## config.mk

```make
export PLATFORM = sky130hd
export DESIGN_NAME = aos_top
export DESIGN_NICKNAME = d
export VERILOG_FILES = /design/src/aos_pkg.sv /design/src/aos_top.sv
export SDC_FILE = /design/constraint.sdc
export NUM_CORES = 1
export LEC_CHECK = 0
export BUFFER_PORTS_ARGS = -buffer_cell sky130_fd_sc_hd__buf_2
export CORE_UTILIZATION = 39
export CTS_CLUSTER_SIZE = 25
export DETAILED_ROUTE_END_ITERATION = 10
export PLACE_DENSITY = 0.63
export SLEW_MARGIN = 20
export SYNTH_ARGS = -nofsm -noshare
export SYNTH_HDL_FRONTEND = slang
export SYNTH_SLANG_ARGS = --single-unit
```

## constraint.sdc

```tcl
create_clock -name CLK -period 14.3 [get_ports CLK]
set_input_delay 2.86 -clock CLK [delete_from_list [all_inputs] [get_ports CLK]]
set_output_delay 2.86 -clock CLK [all_outputs]
set_load 0.005 [all_outputs]
```

## src/aos_pkg.sv

```systemverilog
// Constants and types shared by the angle output stage
`default_nettype none
package aos_pkg;
  localparam logic [1:0] STAGE_FULL = 2'h0;
  localparam logic [1:0] STAGE_REDUCED = 2'h1;
  localparam logic [1:0] STAGE_PWM = 2'h2;
  // Maximum angle in 12-bit steps; zero means the full 360 degree turn
  localparam logic [11:0] SPAN_FULL = 12'h000;
  localparam logic [11:0] SPAN_MIN = 12'h0CD;
  localparam logic [12:0] STEPS_FULL = 13'h1000;
  localparam logic [11:0] WRAP_BAND = 12'h00A;
  localparam logic [11:0] WRAP_MID = 12'h800;
  localparam logic [11:0] CODE_MAX = 12'hFFF;
  localparam logic [23:0] DIVIDEND_SCALE = 24'h000FFF;
  localparam logic [4:0] DIV_STEPS = 5'h18;
  localparam logic [11:0] RED_BASE = 12'h19A;
  localparam logic [11:0] RED_SPAN = 12'hCCC;
  localparam logic [12:0] PWM_HIGH = 13'h0080;
  localparam logic [12:0] PWM_FRAME_LAST = 13'h10FE;
  // Clocks per PWM period, indexed by pwm_freq_select
  localparam logic [3:0][9:0] PWM_DIV = {10'h032, 10'h064, 10'h0C8, 10'h190};
  // Slow filter shift, indexed by slow_filter_select; larger shift is slower
  localparam logic [3:0][2:0] SLOW_SHIFT = {3'h1, 3'h2, 3'h3, 3'h4};
  // Fast filter enter and leave thresholds in LSB, indexed by code
  localparam logic [7:0][4:0] FAST_ENTER = {5'h0A, 5'h18, 5'h15, 5'h12, 5'h09, 5'h07, 5'h06, 5'h00};
  localparam logic [7:0][4:0] FAST_LEAVE = {5'h04, 5'h02, 5'h02, 5'h02, 5'h01, 5'h01, 5'h01, 5'h00};
  localparam logic [11:0] WDOG_BAND = 12'h004;
  localparam logic [15:0] WDOG_MS = 16'hEA60;
  // Polling period in ms for each power state
  localparam logic [3:0][7:0] POLL_MS = {8'h64, 8'h14, 8'h05, 8'h01};
  localparam int CLK_PERIOD_PS = 5000;
  localparam int MS_PS = 1000000000;
  typedef enum logic [3:0] {
    PS_NOMINAL = 4'h1,
    PS_LOW_ONE = 4'h2,
    PS_LOW_TWO = 4'h4,
    PS_LOW_POWER_LEVEL_THREE = 4'h8
  } aos_pwr_type;
endpackage
`default_nettype wire

```

## src/aos_top.sv

```systemverilog
// Angle output stage: filter, hysteresis, span mapping, DAC/PWM drive, power modes
// Functional notes
// RULE_01 - Select field picks full analog, reduced, PWM
// RULE_02 - PWM mode powers the converter down
// RULE_03 - Current angle readable at any time
// RULE_04 - Analog mode drives 12-bit ratiometric code
// RULE_05 - Span 18 to 360 degrees, default 360
// RULE_06 - Full turn uses 10-LSB wrap hysteresis
// RULE_07 - Discontinuities sit half the gap outside span
// RULE_08 - Reduced span lowers step count proportionally
// RULE_09 - Select 10 drives angle-proportional PWM
// RULE_10 - Frame 4351 periods: 128 high, 4095, 128 low
// RULE_11 - Zero angle 128 high, maximum 4223 high
// RULE_12 - Frequency select sets PWM clock rate
// RULE_13 - Slow filter select sets step delay
// RULE_14 - Fast filter only above threshold change
// RULE_15 - Threshold code table, 000 slow only
// RULE_16 - Fast filter settles within two samples
// RULE_17 - Polarity input chooses counting direction
// RULE_18 - Output hysteresis of 1 to 3 LSB
// RULE_19 - Weak field drives output low, clears flag
// RULE_20 - State machine manages three low-power modes
// RULE_21 - Watchdog: still angle one minute, deepest mode
// RULE_22 - Reduced range maps linearly 10% to 90%
`timescale 1ns/1ps
`default_nettype none
module aos_top #(
  parameter int MS_CYCLES = aos_pkg::MS_PS / aos_pkg::CLK_PERIOD_PS
) (
  input wire logic CLK,
  input wire logic RESETN,
  input wire logic [11:0] RAW_ANGLE,
  input wire logic RAW_VALID,
  input wire logic DIR_PIN,
  input wire logic FIELD_OK,
  input wire logic [11:0] ZERO_POSITION,
  input wire logic [11:0] MAX_ANGLE,
  input wire logic [1:0] OUTPUT_STAGE_SELECT,
  input wire logic [1:0] PWM_FREQ_SELECT,
  input wire logic [1:0] SLOW_FILTER_SELECT,
  input wire logic [2:0] FAST_FILTER_THRESHOLD,
  input wire logic [1:0] OUTPUT_HYSTERESIS_SELECT,
  input wire logic [1:0] POWER_MODE_SELECT,
  input wire logic WATCHDOG_ENABLE_BIT,
  output logic [11:0] ANGLE,
  output logic [11:0] DAC_CODE,
  output logic DAC_POWER_DOWN,
  output logic PWM_OUT,
  output logic MAGNET_PRESENT_FLAG,
  output logic [3:0] POWER_STATE,
  output logic SAMPLE_REQUEST
);
  // Pin synchronisers
  logic dir_s1_reg, dir_s2_reg, fld_s1_reg, fld_s2_reg;
  always_ff @(posedge CLK) begin
    if (!RESETN) begin
      dir_s1_reg <= 1'b0;
      dir_s2_reg <= 1'b0;
      fld_s1_reg <= 1'b0;
      fld_s2_reg <= 1'b0;
    end else begin
      dir_s1_reg <= DIR_PIN;
      dir_s2_reg <= dir_s1_reg;
      fld_s1_reg <= FIELD_OK;
      fld_s2_reg <= fld_s1_reg;
    end
  end

  // Filter and hysteresis, one update per sample
  logic [15:0] filt_reg, filt_next;
  logic fast_reg, fast_next;
  logic [11:0] hold_reg, hold_next;
  logic go_reg, go_next;
  logic [11:0] pos, hv, hmag;
  logic [15:0] diff;
  logic [11:0] mag;
  always_comb begin
    pos = (dir_s2_reg ? (12'h000 - RAW_ANGLE) : RAW_ANGLE) - ZERO_POSITION; // see RULE_17
    diff = {pos, 4'h0} - filt_reg;
    mag = diff[15] ? 12'((16'h0000 - diff) >> 4) : diff[15:4];
    filt_next = filt_reg;
    fast_next = fast_reg;
    hold_next = hold_reg;
    go_next = RAW_VALID;
    hv = hold_reg;
    hmag = 12'h000;
    if (RAW_VALID) begin
      if (FAST_FILTER_THRESHOLD == 3'h0) begin
        fast_next = 1'b0; // see RULE_15
      end else if (mag > 12'(aos_pkg::FAST_ENTER[FAST_FILTER_THRESHOLD])) begin
        fast_next = 1'b1; // see RULE_14
      end else if (mag <= 12'(aos_pkg::FAST_LEAVE[FAST_FILTER_THRESHOLD])) begin
        fast_next = 1'b0; // see RULE_15
      end
      // Fast mode jumps to the new sample, so it settles well inside two samples
      if (fast_next) begin
        filt_next = {pos, 4'h0}; // see RULE_16
      end else begin
        filt_next = filt_reg + 16'($signed(diff) >>> aos_pkg::SLOW_SHIFT[SLOW_FILTER_SELECT]); // see RULE_13
      end
      hv = filt_next[15:4];
      hmag = (hv - hold_reg);
      hmag = hmag[11] ? (12'h000 - hmag) : hmag;
      if (hmag > 12'(OUTPUT_HYSTERESIS_SELECT)) begin
        hold_next = hv; // see RULE_18
      end
    end
  end
  always_ff @(posedge CLK) begin
    if (!RESETN) begin
      filt_reg <= 16'h0000;
      fast_reg <= 1'b0;
      hold_reg <= 12'h000;
      go_reg <= 1'b0;
    end else begin
      filt_reg <= filt_next;
      fast_reg <= fast_next;
      hold_reg <= hold_next;
      go_reg <= go_next;
    end
  end

  // Span mapping; a serial divider keeps area small at the cost of 24 cycles latency
  logic [11:0] span;
  logic [12:0] lambda, edge_hi;
  logic [23:0] dvd_reg, dvd_next;
  logic [12:0] rem_reg, rem_next, trial;
  logic [4:0] div_cnt_reg, div_cnt_next;
  logic [11:0] angle_reg, angle_next;
  always_comb begin
    span = (MAX_ANGLE == aos_pkg::SPAN_FULL || MAX_ANGLE >= aos_pkg::SPAN_MIN) ? MAX_ANGLE : aos_pkg::SPAN_MIN; // see RULE_05
    lambda = (aos_pkg::STEPS_FULL - {1'b0, span}) >> 1;
    edge_hi = {1'b0, span} + lambda;
    dvd_next = dvd_reg;
    rem_next = rem_reg;
    div_cnt_next = div_cnt_reg;
    angle_next = angle_reg;
    trial = {rem_reg[11:0], dvd_reg[23]};
    if (go_reg) begin
      if (span == aos_pkg::SPAN_FULL) begin
        // Keep the old side of the wrap until the angle moves 10 LSB past it
        if (angle_reg >= aos_pkg::WRAP_MID && hold_reg < aos_pkg::WRAP_BAND) begin
          angle_next = aos_pkg::CODE_MAX; // see RULE_06
        end else if (angle_reg < aos_pkg::WRAP_MID && hold_reg > aos_pkg::CODE_MAX - aos_pkg::WRAP_BAND) begin
          angle_next = 12'h000; // see RULE_06
        end else begin
          angle_next = hold_reg;
        end
      end else if (hold_reg < span) begin
        dvd_next = {12'h000, hold_reg} * aos_pkg::DIVIDEND_SCALE; // see RULE_08
        rem_next = 13'h0000;
        div_cnt_next = aos_pkg::DIV_STEPS;
      end else if ({1'b0, hold_reg} < edge_hi) begin
        angle_next = aos_pkg::CODE_MAX; // see RULE_07
      end else begin
        angle_next = 12'h000; // see RULE_07
      end
    end else if (div_cnt_reg != 5'h00) begin
      if (trial >= {1'b0, span}) begin
        rem_next = trial - {1'b0, span};
        dvd_next = {dvd_reg[22:0], 1'b1};
      end else begin
        rem_next = trial;
        dvd_next = {dvd_reg[22:0], 1'b0};
      end
      div_cnt_next = div_cnt_reg - 5'h01;
      if (div_cnt_reg == 5'h01) begin
        angle_next = dvd_next[11:0]; // see RULE_08
      end
    end
  end
  always_ff @(posedge CLK) begin
    if (!RESETN) begin
      dvd_reg <= 24'h000000;
      rem_reg <= 13'h0000;
      div_cnt_reg <= 5'h00;
      angle_reg <= 12'h000;
    end else begin
      dvd_reg <= dvd_next;
      rem_reg <= rem_next;
      div_cnt_reg <= div_cnt_next;
      angle_reg <= angle_next;
    end
  end

  // Analog and status outputs
  logic [11:0] dac_next;
  logic [23:0] red_prod;
  logic dac_pd_next, present_next;
  always_comb begin
    present_next = fld_s2_reg;
    red_prod = {12'h000, angle_reg} * {12'h000, aos_pkg::RED_SPAN};
    dac_pd_next = (OUTPUT_STAGE_SELECT == aos_pkg::STAGE_PWM); // see RULE_02
    if (!present_next || dac_pd_next) begin
      dac_next = 12'h000; // see RULE_19
    end else if (OUTPUT_STAGE_SELECT == aos_pkg::STAGE_REDUCED) begin
      dac_next = aos_pkg::RED_BASE + red_prod[23:12]; // see RULE_22
    end else begin
      dac_next = angle_reg; // see RULE_04
    end
  end
  always_ff @(posedge CLK) begin
    if (!RESETN) begin
      DAC_CODE <= 12'h000;
      DAC_POWER_DOWN <= 1'b0;
      MAGNET_PRESENT_FLAG <= 1'b0;
      ANGLE <= 12'h000;
    end else begin
      DAC_CODE <= dac_next; // see RULE_01
      DAC_POWER_DOWN <= dac_pd_next;
      MAGNET_PRESENT_FLAG <= present_next; // see RULE_19
      ANGLE <= angle_reg; // see RULE_03
    end
  end

  // PWM frame generator
  logic [9:0] pdiv_reg, pdiv_next;
  logic [12:0] frame_reg, frame_next;
  logic [11:0] duty_reg, duty_next;
  logic pwm_next;
  always_comb begin
    pdiv_next = pdiv_reg + 10'h001;
    frame_next = frame_reg;
    duty_next = duty_reg;
    if (pdiv_reg >= aos_pkg::PWM_DIV[PWM_FREQ_SELECT] - 10'h001) begin
      pdiv_next = 10'h000; // see RULE_12
      if (frame_reg == aos_pkg::PWM_FRAME_LAST) begin
        frame_next = 13'h0000; // see RULE_10
        duty_next = angle_reg;
      end else begin
        frame_next = frame_reg + 13'h0001;
      end
    end
    // Duty latched once per frame so a frame never carries two angles
    pwm_next = fld_s2_reg && (OUTPUT_STAGE_SELECT == aos_pkg::STAGE_PWM) &&
               (frame_reg < aos_pkg::PWM_HIGH + {1'b0, duty_reg}); // see RULE_09 see RULE_11 see RULE_19
  end
  always_ff @(posedge CLK) begin
    if (!RESETN) begin
      pdiv_reg <= 10'h000;
      frame_reg <= 13'h0000;
      duty_reg <= 12'h000;
      PWM_OUT <= 1'b0;
    end else begin
      pdiv_reg <= pdiv_next;
      frame_reg <= frame_next;
      duty_reg <= duty_next;
      PWM_OUT <= pwm_next;
    end
  end

  // Power modes, polling and watchdog
  aos_pkg::aos_pwr_type pwr_reg, pwr_next;
  logic [17:0] ms_cnt_reg, ms_cnt_next;
  logic [15:0] wdog_cnt_reg, wdog_cnt_next;
  logic [11:0] wdog_ref_reg, wdog_ref_next, wdog_dev;
  logic [7:0] poll_reg, poll_next;
  logic ms_tick, sample_next;
  always_comb begin
    ms_tick = (ms_cnt_reg >= 18'(MS_CYCLES - 1));
    ms_cnt_next = ms_tick ? 18'h00000 : ms_cnt_reg + 18'h00001;
    wdog_dev = angle_reg - wdog_ref_reg;
    wdog_dev = wdog_dev[11] ? (12'h000 - wdog_dev) : wdog_dev;
    wdog_ref_next = wdog_ref_reg;
    wdog_cnt_next = wdog_cnt_reg;
    if (!WATCHDOG_ENABLE_BIT || wdog_dev > aos_pkg::WDOG_BAND) begin
      wdog_ref_next = angle_reg;
      wdog_cnt_next = 16'h0000;
    end else if (ms_tick && wdog_cnt_reg != aos_pkg::WDOG_MS) begin
      wdog_cnt_next = wdog_cnt_reg + 16'h0001; // see RULE_21
    end
    if (WATCHDOG_ENABLE_BIT && wdog_cnt_reg == aos_pkg::WDOG_MS) begin
      pwr_next = aos_pkg::PS_LOW_POWER_LEVEL_THREE; // see RULE_21
    end else begin
      case (POWER_MODE_SELECT) // see RULE_20
        2'h1: pwr_next = aos_pkg::PS_LOW_ONE;
        2'h2: pwr_next = aos_pkg::PS_LOW_TWO;
        2'h3: pwr_next = aos_pkg::PS_LOW_POWER_LEVEL_THREE;
        default: pwr_next = aos_pkg::PS_NOMINAL;
      endcase
    end
    poll_next = poll_reg;
    sample_next = 1'b0;
    if (ms_tick) begin
      poll_next = poll_reg + 8'h01;
      case (pwr_reg)
        aos_pkg::PS_LOW_ONE: sample_next = (poll_next >= aos_pkg::POLL_MS[1]);
        aos_pkg::PS_LOW_TWO: sample_next = (poll_next >= aos_pkg::POLL_MS[2]);
        aos_pkg::PS_LOW_POWER_LEVEL_THREE: sample_next = (poll_next >= aos_pkg::POLL_MS[3]);
        default: sample_next = (poll_next >= aos_pkg::POLL_MS[0]);
      endcase
      if (sample_next) begin
        poll_next = 8'h00; // see RULE_20
      end
    end
  end
  always_ff @(posedge CLK) begin
    if (!RESETN) begin
      pwr_reg <= aos_pkg::PS_NOMINAL;
      ms_cnt_reg <= 18'h00000;
      wdog_cnt_reg <= 16'h0000;
      wdog_ref_reg <= 12'h000;
      poll_reg <= 8'h00;
      POWER_STATE <= 4'h1;
      SAMPLE_REQUEST <= 1'b0;
    end else begin
      pwr_reg <= pwr_next;
      ms_cnt_reg <= ms_cnt_next;
      wdog_cnt_reg <= wdog_cnt_next;
      wdog_ref_reg <= wdog_ref_next;
      poll_reg <= poll_next;
      POWER_STATE <= pwr_next;
      SAMPLE_REQUEST <= sample_next;
    end
  end
endmodule
`default_nettype wire

```

# Yosys cells after proc, flatten, opt, wreduce, memory -nomap -nowiden

Memory sizes are Yosys's and may differ from the RTL's.
Index checks and enable logic that the tools add are counted.

Register bits: 208
Latch bits: 0
RAM bits: 0
Input bits: 55
Word-level logic and storage cells: 164
Memory bits (read-only): 80
Output and inout bits: 32
Memories: 2

Memory list:

| name            | depth | bits a word | read ports | clocked after Yosys merged registers in | write ports | line          | source |
|---|---|---|---|---|---|---|---|
| (no name shown) | 8     | 5           | 1          | 0                                       | 0           | aos_top.sv:92 | `end else if (mag <= 12'(aos_pkg::FAST_LEAVE[FAST_FILTER_THRESHOLD])) begin` |
| (no name shown) | 8     | 5           | 1          | 0                                       | 0           | aos_top.sv:90 | `end else if (mag > 12'(aos_pkg::FAST_ENTER[FAST_FILTER_THRESHOLD])) begin` |

Bitwise gates (word level): 1
Magnitude comparators: 22
Div/mod/pow operators: 0
Multiplexer cells: 46
Reduce and logical (&&, ||, !) cells: 27
Add/subtract/negate cells: 21
$mul: 2
Equality and inequality tests: 15
Shifts and indexed selects: 1

Operators with widths:

| kind                                                                   | number |
|---|---|
| 12-bit 2-to-1 mux                                                      | 19 |
| 24-bit 2-to-1 mux                                                      | 4 |
| 12-bit subtractor                                                      | 4 |
| 1-bit by 12-bit subtractor with 12-bit output (first input constant)   | 3 |
| 16-bit 2-to-1 mux                                                      | 2 |
| 5-bit 2-to-1 mux                                                       | 6 |
| 12-bit logical NOT                                                     | 2 |
| 12-bit by 12-bit multiplier with 24-bit output (second input constant) | 1 |
| 12-bit by 10-bit multiplier with 22-bit output (second input constant) | 1 |
| 10-bit binary-select mux with 2-bit select                             | 1 |
| 18-bit by 1-bit adder with 18-bit output (second input constant)       | 1 |
| 18-bit greater-or-equal comparator (second input constant)             | 1 |
| 16-bit by 1-bit adder with 16-bit output (second input constant)       | 1 |
| 16-bit adder                                                           | 1 |
| 16-bit equality test (second input constant)                           | 1 |
| 16-bit != test (second input constant)                                 | 1 |
| 16-bit by 3-bit >>> shifter with 16-bit output                         | 1 |
| 1-bit by 16-bit subtractor with 16-bit output (first input constant)   | 1 |
| 16-bit subtractor                                                      | 1 |
| 12-bit by 12-bit adder with 13-bit output                              | 1 |
| 13-bit by 1-bit adder with 13-bit output (second input constant)       | 1 |
| 8-bit by 12-bit adder with 13-bit output (first input constant)        | 1 |
| 13-bit equality test (second input constant)                           | 1 |
| 13-bit by 12-bit greater-or-equal comparator with 1-bit output         | 1 |
| 53 further kinds                                                       | 78 |

# Depth between registers and ports, before layout

Gate-level depths: netlist (run 1).

Depth in word-level cells: 18
Mapped depth: 61
Gate-level depth less buffers: 59

# Worst setup path before layout (run 1)

OpenSTA, ideal clock, no wires.

Path kind: input-to-reg
From: input RAW_ANGLE[0]
To: register hold_reg[11]
Setup time: 0.116 ns
Slack: 1.200 ns
Stages on the path: 57
Required time: 14.184 ns
Arrival: 12.984 ns
Buffers on the path: 2
Cell sequence: inv_1 -> ha_1 -> nand2b_1 -> xnor2_1 -> ha_1 -> nor2b_1 -> o21ai_0 -> a21boi_0 -> o21ai_0 -> a21oi_1 -> o21a_1 -> nor2_1 -> o21bai_1 -> a21oi_1 -> xor2_1 -> inv_1 -> ha_1 -> a21o_1 -> [... 21 more ...] -> o21ai_0 -> a21boi_0 -> o21ai_0 -> a21oi_1 -> o21a_1 -> o21a_1 -> o41ai_1 -> xnor2_1 -> xnor3_2 -> mux2i_1 -> ha_1 -> a21oi_1 -> a21oi_1 -> or4b_2 -> nor4b_4 -> mux2i_4 -> nor4b_2 -> a31o_1

Cells in the longest elaborated chain, start to end: 18
Elaborated cells on any way between the ends: 21
Classes of those cells: add/sub (7); order compare (3); shift (1); mux (9); reduce/logical (1)

Ends and longest elaborated chain:

| what                                                       | line           | source |
|---|---|---|
| from (decl)                                                | aos_top.sv:32  | `input wire logic [11:0] RAW_ANGLE,` |
| 1-bit by 12-bit subtractor with 12-bit output              | aos_top.sv:78  | `pos = (dir_s2_reg ? (12'h000 - RAW_ANGLE) : RAW_ANGLE) - ZERO_POSITION;` |
| 12-bit 2-to-1 mux *                                        | aos_top.sv:78  |  |
| 12-bit subtractor *                                        | aos_top.sv:78  |  |
| 16-bit subtractor                                          | aos_top.sv:79  | `diff = {pos, 4'h0} - filt_reg;` |
| 1-bit by 16-bit subtractor with 16-bit output              | aos_top.sv:80  | `mag = diff[15] ? 12'((16'h0000 - diff) >> 4) : diff[15:4];` |
| 12-bit 2-to-1 mux                                          | aos_top.sv:80  |  |
| 12-bit by 5-bit less-or-equal comparator with 1-bit output | aos_top.sv:92  |  |
| 1-bit 2-to-1 mux                                           | aos_top.sv:92  |  |
| [... 2 more ...]                                           | n/a            |  |
| 1-bit 2-to-1 mux                                           | aos_top.sv:87  | `if (RAW_VALID) begin` |
| 16-bit 2-to-1 mux *                                        | aos_top.sv:96  | `if (fast_next) begin` |
| 16-bit 2-to-1 mux *                                        | aos_top.sv:87  |  |
| 12-bit subtractor                                          | aos_top.sv:102 | `hmag = (hv - hold_reg);` |
| 1-bit by 12-bit subtractor with 12-bit output              | aos_top.sv:103 | `hmag = hmag[11] ? (12'h000 - hmag) : hmag;` |
| 12-bit 2-to-1 mux                                          | aos_top.sv:103 |  |
| 12-bit by 2-bit greater-than comparator with 1-bit output  | aos_top.sv:104 | `if (hmag > 12'(OUTPUT_HYSTERESIS_SELECT)) begin` |
| 2-bit AND reduction (no source line)                       | n/a            |  |
| to (signal assigned)                                       | aos_top.sv:118 | `hold_reg <= hold_next;` |
| to (decl)                                                  | aos_top.sv:72  | `logic [11:0] hold_reg, hold_next;` |

Every way passes the cells marked *; elsewhere a longest branch is shown, timed or not. The select of a mux whose other input is x is not followed.
A chain may end at the register's enable or synchronous reset.

# Final worst setup path (run 1)

Same ends and word-level chain as after synthesis.

==> qor.txt, run 1 <==
Psw -> 3.09 mW
Final period util -> 0.944
worst-skew pair later-pin latency -> 0.56 ns
hold_ws -> 0.433 ns
Die Ht -> 236 µm
pre-CTS setup slack -> 0.187 ns
max reg flops -> 24
final worst slack -> 0.797 ns
Critical Path Fanout Max -> 12
Max VDD drop -> 0.000326 V
vias post-DR -> 18100
R2R Setup Slk -> 2.95 ns
initial antenna violation count -> 0
combinational share of power -> 0.769
Initial DRC Count -> 1006
RSZ-0062 raised after global routing -> false
Finished Cell Area -> 0.0232 mm²
ys flop type -> dfxtp_1
Post-synth EDFFs -> 0
Final min period -> 13.50 ns
post-layout util -> 0.432
switch share -> 0.496
max incr delay on CP -> 0.71 ns
sequential share of the synthesized area -> 0.196
largest net degree at the start of global routing -> 67
P&R area growth vs syn -> 9.16%
ANT nets after route -> 0
crit path capture type -> flip-flop
# nets final -> 3109
Final Hold Violating Endpoints -> 0
Yosys warnings -> 0
type of the worst min-delay path -> reg2reg
routability-driven placement congestion ratio -> 0.892
Fin Clk Skew -> 0.0121 ns
Routed WL -> 53400 µm
MaxCap Viol Count -> 0
sequential power share -> 0.118
Syn Area/Cell -> 8.16 µm²
WS Path Type -> in2reg
Die X -> 236 µm
Area after DPL -> 0.0223 mm²
overall power -> 6.22 mW
clk sinks -> 208
Slew @ Worst Pin -> 1.08 ns
syn nets -> 3067
Final Instance Count excl. Fillers -> 3364
cell area power density -> 268 mW/mm²
post-CTS sizing -> 0
core area -> 0.0538 mm²
Mapped Cells -> 2606
CP Data Required Time -> 14.75 ns
Fin Setup TNS -> 0 ns
clock share of power -> 0.113
first-pass GRT wire length -> 88500 µm
H-tree levels -> 1
vias in the first global route -> 17900
CTS root buf -> clkbuf_16
DP Cell Count -> 3316
Site Rows -> 85
Top-Level Pins -> 87
Crit-path slowest cell -> or4b_2
most common cell after layout, fill and taps aside -> inv_1
ANT cells -> 0
Netlist cell types -> 108
Reg clk slew, reported paths -> 0.06 ns
Tot GR Track Use -> 0.191
crit path DAT -> 13.95 ns
PortBufs -> 86
Worst Reg-to-Reg Cells -> 55
f_max -> 74.1 MHz
Congestion Overflow GR -> 0
hold path start -> dir_s1_reg$_SDFF_PN0_
FILL cells -> 5297
commonest cells after routing, fill and taps aside -> inv_1 (314), ha_1 (303), nand2_1 (231)
TritonRoute pass-1 iters -> 5
routed length per instance -> 15.9 µm
CTS max path bufs -> 3
Die ar. -> 0.0555 mm²
Netlist Area Pre-Place -> 0.0213 mm²
routed via count divided by cell count -> 5.38
RR Startpoint -> dir_s2_reg$_SDFF_PN0_
ys async rst share -> 0
clock tree from TritonCTS -> done
CP Launch Type -> input pin
Post-route DRC -> 0
HPWL Detailed -> 41600 µm
setup bufs post-CTS -> 0
hold buffers post-CTS -> 0
Pint -> 3.13 mW
reg2reg end -> hold_reg[11]$_SDFFE_PN0P_
Final Max Slew Viols -> 0
#FFs+latches synth -> 208
Starting Density -> 0.395
most frequent CP cell -> a21oi_1
TritonCTS buffer count -> 26
P_leak -> 10.9 nW
worst rel slew slack -> 0.277
hold path endpoint -> dir_s2_reg$_SDFF_PN0_
number of cells on the worst hold path -> 1
layout cells sized above 1 -> 0.0738
status -> finished clean
Setup violations, final -> 0
[cells by family after synthesis]
kind of cell             Yosys count  share of synthesized area
AND/OR/NAND/NOR                  756                      0.170
AO/OA/AOI/OAI                    593                      0.181
adder cells (fa/ha/maj)          406                      0.275
buffers and inverters            402                     0.0745
flip-flops                       208                      0.196
XOR/XNOR                         182                     0.0756
multiplexers                      58                     0.0284
other                              1                   0.000176
[area by class of cell]
type,count,area (µm²),share of cell area
repair buffers,97,513,0.0221
inverters,319,1200,0.0516
well taps,696,871,0.0375
multi-input cells,1996,15600,0.670
clock inverters,9,116,0.00501
flip-flops and latches,208,4160,0.179
clock buffers,39,800,0.0344
[metal layers]
layer / vias up / global-route usage / wire length (µm)
met2: 394 / 0.326 / 24500
met4: 0 / 0.0584 / 1710
li1: 9056 / - / -
met5: - / 0 / 0
met3: 91 / 0.0224 / 2210
met1: 8547 / 0.251 / 24900
[power by group through the flow]
stage / registers, mW / logic, mW / clock network [mW]
after floorplan: 0.702 / 3.82 / 0
after global placement: 0.745 / 4.62 / 0
after detailed placement: 0.746 / 4.73 / 0
after CTS: 0.734 / 4.79 / 0.717
after global routing: 0.742 / 5.49 / 0.737
final: 0.735 / 4.78 / 0.700
[cells in the mapped netlist, drive strengths merged (15+ instances only)]
library cell  number  area (µm²)
xnor2            105         920
fa               103        2060
inv              317        1190
nand2b            27         171
nand4             16         100
o21ai            152         761
xor2              76         666
nand2            234         891
clkbuf            74         318
a21o              54         405
mux2i             49         503
and3              25         158
nor2b             26         163
nand3             50         250
dfxtp            208        4160
o21a              27         210
a22oi             21         158
ha               303        3790
nor2             229         862
a31oi             15        93.8
or3               15        93.8
nor3              54         282
a21oi            157         790
a211oi            31         243
[critical path, delay by kind of cell]
kind                     cells  cell delay, ns
adder cells (fa/ha/maj)      6            1.60
AO/OA/AOI/OAI               28            4.86
XOR/XNOR                     5            1.08
multiplexers                 2            0.35
buffers and inverters        4            0.27
AND/OR/NAND/NOR             13            2.91
[worst max path at each step]
stage / startpoint / endpoint / slack (ns) / cells past startpoint
after floorplan: RAW_ANGLE[0] / hold_reg[11]$_SDFFE_PN0P_ / 1.20 / 57
final: RAW_ANGLE[0] / hold_reg[11]$_SDFFE_PN0P_ / 0.80 / 58
after detailed placement: RAW_ANGLE[0] / hold_reg[11]$_SDFFE_PN0P_ / 0.19 / 56
after global routing: RAW_ANGLE[0] / hold_reg[11]$_SDFFE_PN0P_ / 0.03 / 58
after CTS: RAW_ANGLE[0] / hold_reg[11]$_SDFFE_PN0P_ / 0.72 / 56
after global placement: RAW_ANGLE[0] / hold_reg[11]$_SDFFE_PN0P_ / 0.37 / 56
Power figures use the tool's default switching activity.
==> run 2, diff against run 1 <==
RECOVER_POWER = 50   (was default)
==> qor.txt, run 2 (synthesized netlist as in run 1, its figures left out) <==
Setup violations, final -> 0 (unchanged)
Area after DPL -> 0.0223 mm² (unchanged)
status -> complete, but fails checks
layout cells sized above 1 -> 0.0652 (-0.00862)
Slew @ Worst Pin -> 1.67 ns (+0.595 ns)
P&R area growth vs syn -> 8.99%
routed length per instance -> 15.9 µm (about the same)
hold_ws -> 0.433 ns (+0.000273 ns)
CP Data Required Time -> 14.75 ns (about the same)
H-tree levels -> 1 (unchanged)
CP delay by family, top -> compound AO/OA/AOI/OAI gates
most frequent CP cell -> a21oi_1
type of the worst min-delay path -> reg2reg
FILL cells -> 5313 (+0.30%)
TritonRoute pass-1 iters -> 5 (unchanged)
CTS root buf -> clkbuf_16
Final Hold Violating Endpoints -> 0 (unchanged)
worst-skew pair later-pin latency -> 0.56 ns (about the same)
overall power -> 6.21 mW (about the same)
met1 usage in global routing -> 0.251 (unchanged)
first-pass GRT wire length -> 88500 µm (unchanged)
P_leak -> 10.8 nW (-0.88%)
core area -> 0.0538 mm² (unchanged)
crit path capture type -> flip-flop
crit path DAT -> 13.96 ns (about the same)
most common cell after layout, fill and taps aside -> inv_1
number of cells on the worst hold path -> 1 (unchanged)
max reg flops -> 24 (unchanged)
max incr delay on CP -> 0.71 ns (about the same)
CTS max path bufs -> 3 (unchanged)
f_max -> 74.0 MHz (about the same)
hold path endpoint -> dir_s2_reg$_SDFF_PN0_
largest net degree at the start of global routing -> 67 (unchanged)
Post-route DRC -> 0 (unchanged)
RR Startpoint -> dir_s2_reg$_SDFF_PN0_
Die Ht -> 236 µm (unchanged)
Routed WL -> 53400 µm (about the same)
Starting Density -> 0.395 (unchanged)
Finished Cell Area -> 0.0232 mm² (-0.15%)
reg2reg end -> hold_reg[11]$_SDFFE_PN0P_
Fin Setup TNS -> 0 ns (unchanged)
cell area power density -> 268 mW/mm² (about the same)
Final period util -> 0.945 (about the same)
Max VDD drop -> 0.000324 V (-0.78%)
met3 Use GR -> 0.0224 (unchanged)
Die ar. -> 0.0555 mm² (unchanged)
Congestion Overflow GR -> 0 (unchanged)
MaxCap Viol Count -> 3 (+3)
worst rel slew slack -> -0.117 (-0.394)
vias post-DR -> 18000 (-0.36%)
routed via count divided by cell count -> 5.36 (-0.36%)
Buf+Inv Stages, Crit Path -> 4 (unchanged)
pre-CTS setup slack -> 0.187 ns (unchanged)
Die X -> 236 µm (unchanged)
gr busiest metal -> met2
Reg clk slew, reported paths -> 0.06 ns (about the same)
hold path start -> dir_s1_reg$_SDFF_PN0_
Crit-path slowest cell -> or4b_2
routability-driven placement congestion ratio -> 0.892 (unchanged)
CP Launch Type -> input pin
CP Depth -> 58 (unchanged)
HPWL Detailed -> 41600 µm (unchanged)
Fin Clk Skew -> 0.0121 ns (-0.0000497 ns)
Tot GR Track Use -> 0.191 (unchanged)
clk sinks -> 208 (unchanged)
Worst Reg-to-Reg Cells -> 55 (unchanged)
Final Max Slew Viols -> 97 (+97)
ANT cells -> 0 (unchanged)
ANT nets after route -> 0 (unchanged)
failing checks -> capacitance limit, slew limit
combinational share of power -> 0.769 (about the same)
final worst slack -> 0.787 ns (-0.0102 ns)
PortBufs -> 86 (unchanged)
clock tree from TritonCTS -> done
Initial DRC Count -> 1004 (-0.20%)
Pint -> 3.13 mW (about the same)
# nets final -> 3109 (unchanged)
Top-Level Pins -> 87 (unchanged)
R2R Setup Slk -> 2.93 ns (-0.02 ns)
footprint of the multi-input gates -> 0.0156 mm² (unchanged)
RSZ-0062 raised after global routing -> false
initial antenna violation count -> 0 (unchanged)
commonest cells after routing, fill and taps aside -> inv_1 (314), ha_1 (303), nand2_1 (231)
TritonCTS buffer count -> 26 (unchanged)
clock share of power -> 0.113 (about the same)
Site Rows -> 85 (unchanged)
switch share -> 0.496 (about the same)
Critical Path Fanout Max -> 12 (unchanged)
sequential power share -> 0.118 (about the same)
Seq. cell area -> 0.00416 mm² (unchanged)
Final min period -> 13.51 ns (+0.0102 ns)
vias in the first global route -> 17900 (unchanged)
WS Path Type -> in2reg
met2 usage in global routing -> 0.326 (unchanged)
Psw -> 3.08 mW (about the same)
run 2: per-stage QoR:
step | utilization | std cells
2_1_floorplan | - | 2606
3_3_place_gp | 0.414 | 3316
3_5_place_dp | 0.414 | 3316
4_1_cts | 0.431 | 3364
5_1_grt | 0.431 | 3364
6_report | 0.431 | 3364
run 2: worst max path at each step:
stage | from | end | slack [ns]
after floorplan | RAW_ANGLE[0] | hold_reg[11]$_SDFFE_PN0P_ | 1.20
after global placement | RAW_ANGLE[0] | hold_reg[11]$_SDFFE_PN0P_ | 0.37
after detailed placement | RAW_ANGLE[0] | hold_reg[11]$_SDFFE_PN0P_ | 0.19
after CTS | RAW_ANGLE[0] | hold_reg[11]$_SDFFE_PN0P_ | 0.72
after global routing | RAW_ANGLE[0] | hold_reg[11]$_SDFFE_PN0P_ | 0.02
final | RAW_ANGLE[0] | hold_reg[11]$_SDFFE_PN0P_ | 0.79
run 2: metal layers:
metal / wire length, µm / vias to the layer above
met1: 25000 / 8526
met3: 2090 / 83
met5: 0 / -
met4: 1580 / 0
met2: 24700 / 355
li1: - / 9058
run 2: area by class of cell:
class	count	share of cell area
multi-input combinational	1996	0.671
inverter	319	0.0516
tap	696	0.0376
clock inverter	9	0.00502
clock buffer	39	0.0345
sequential	208	0.180
timing repair buffer	97	0.0206
run 2: power by group through the flow:
stage | Combinational [mW] | Sequential, mW | Clock (mW)
6_report | 4.78 | 0.735 | 0.700
5_1_grt | 5.49 | 0.742 | 0.737
4_1_cts | 4.79 | 0.734 | 0.717
3_5_place_dp | 4.73 | 0.746 | 0
3_3_place_gp | 4.62 | 0.745 | 0
2_1_floorplan | 3.82 | 0.702 | 0
run 2: timing repair:
action / 4_1_cts / 5_1_grt
setup endpoints to repair: 0 / 12
hold endpoints to repair: 0 / 0
gates resized for setup: 0 / 1
buffers inserted: 0 / 0
hold buffers: 0 / 0
run 2: worst reg2reg max path, delay by kind of cell, from the launching register on:
kind | cells | cell delay, ns
mux | 2 | 0.36
buf+inv | 3 | 0.23
xor+xnor | 4 | 0.91
flops | 1 | 0.42
fa+ha+maj | 5 | 1.49
simple gates | 12 | 2.66
compound gates | 29 | 5.18
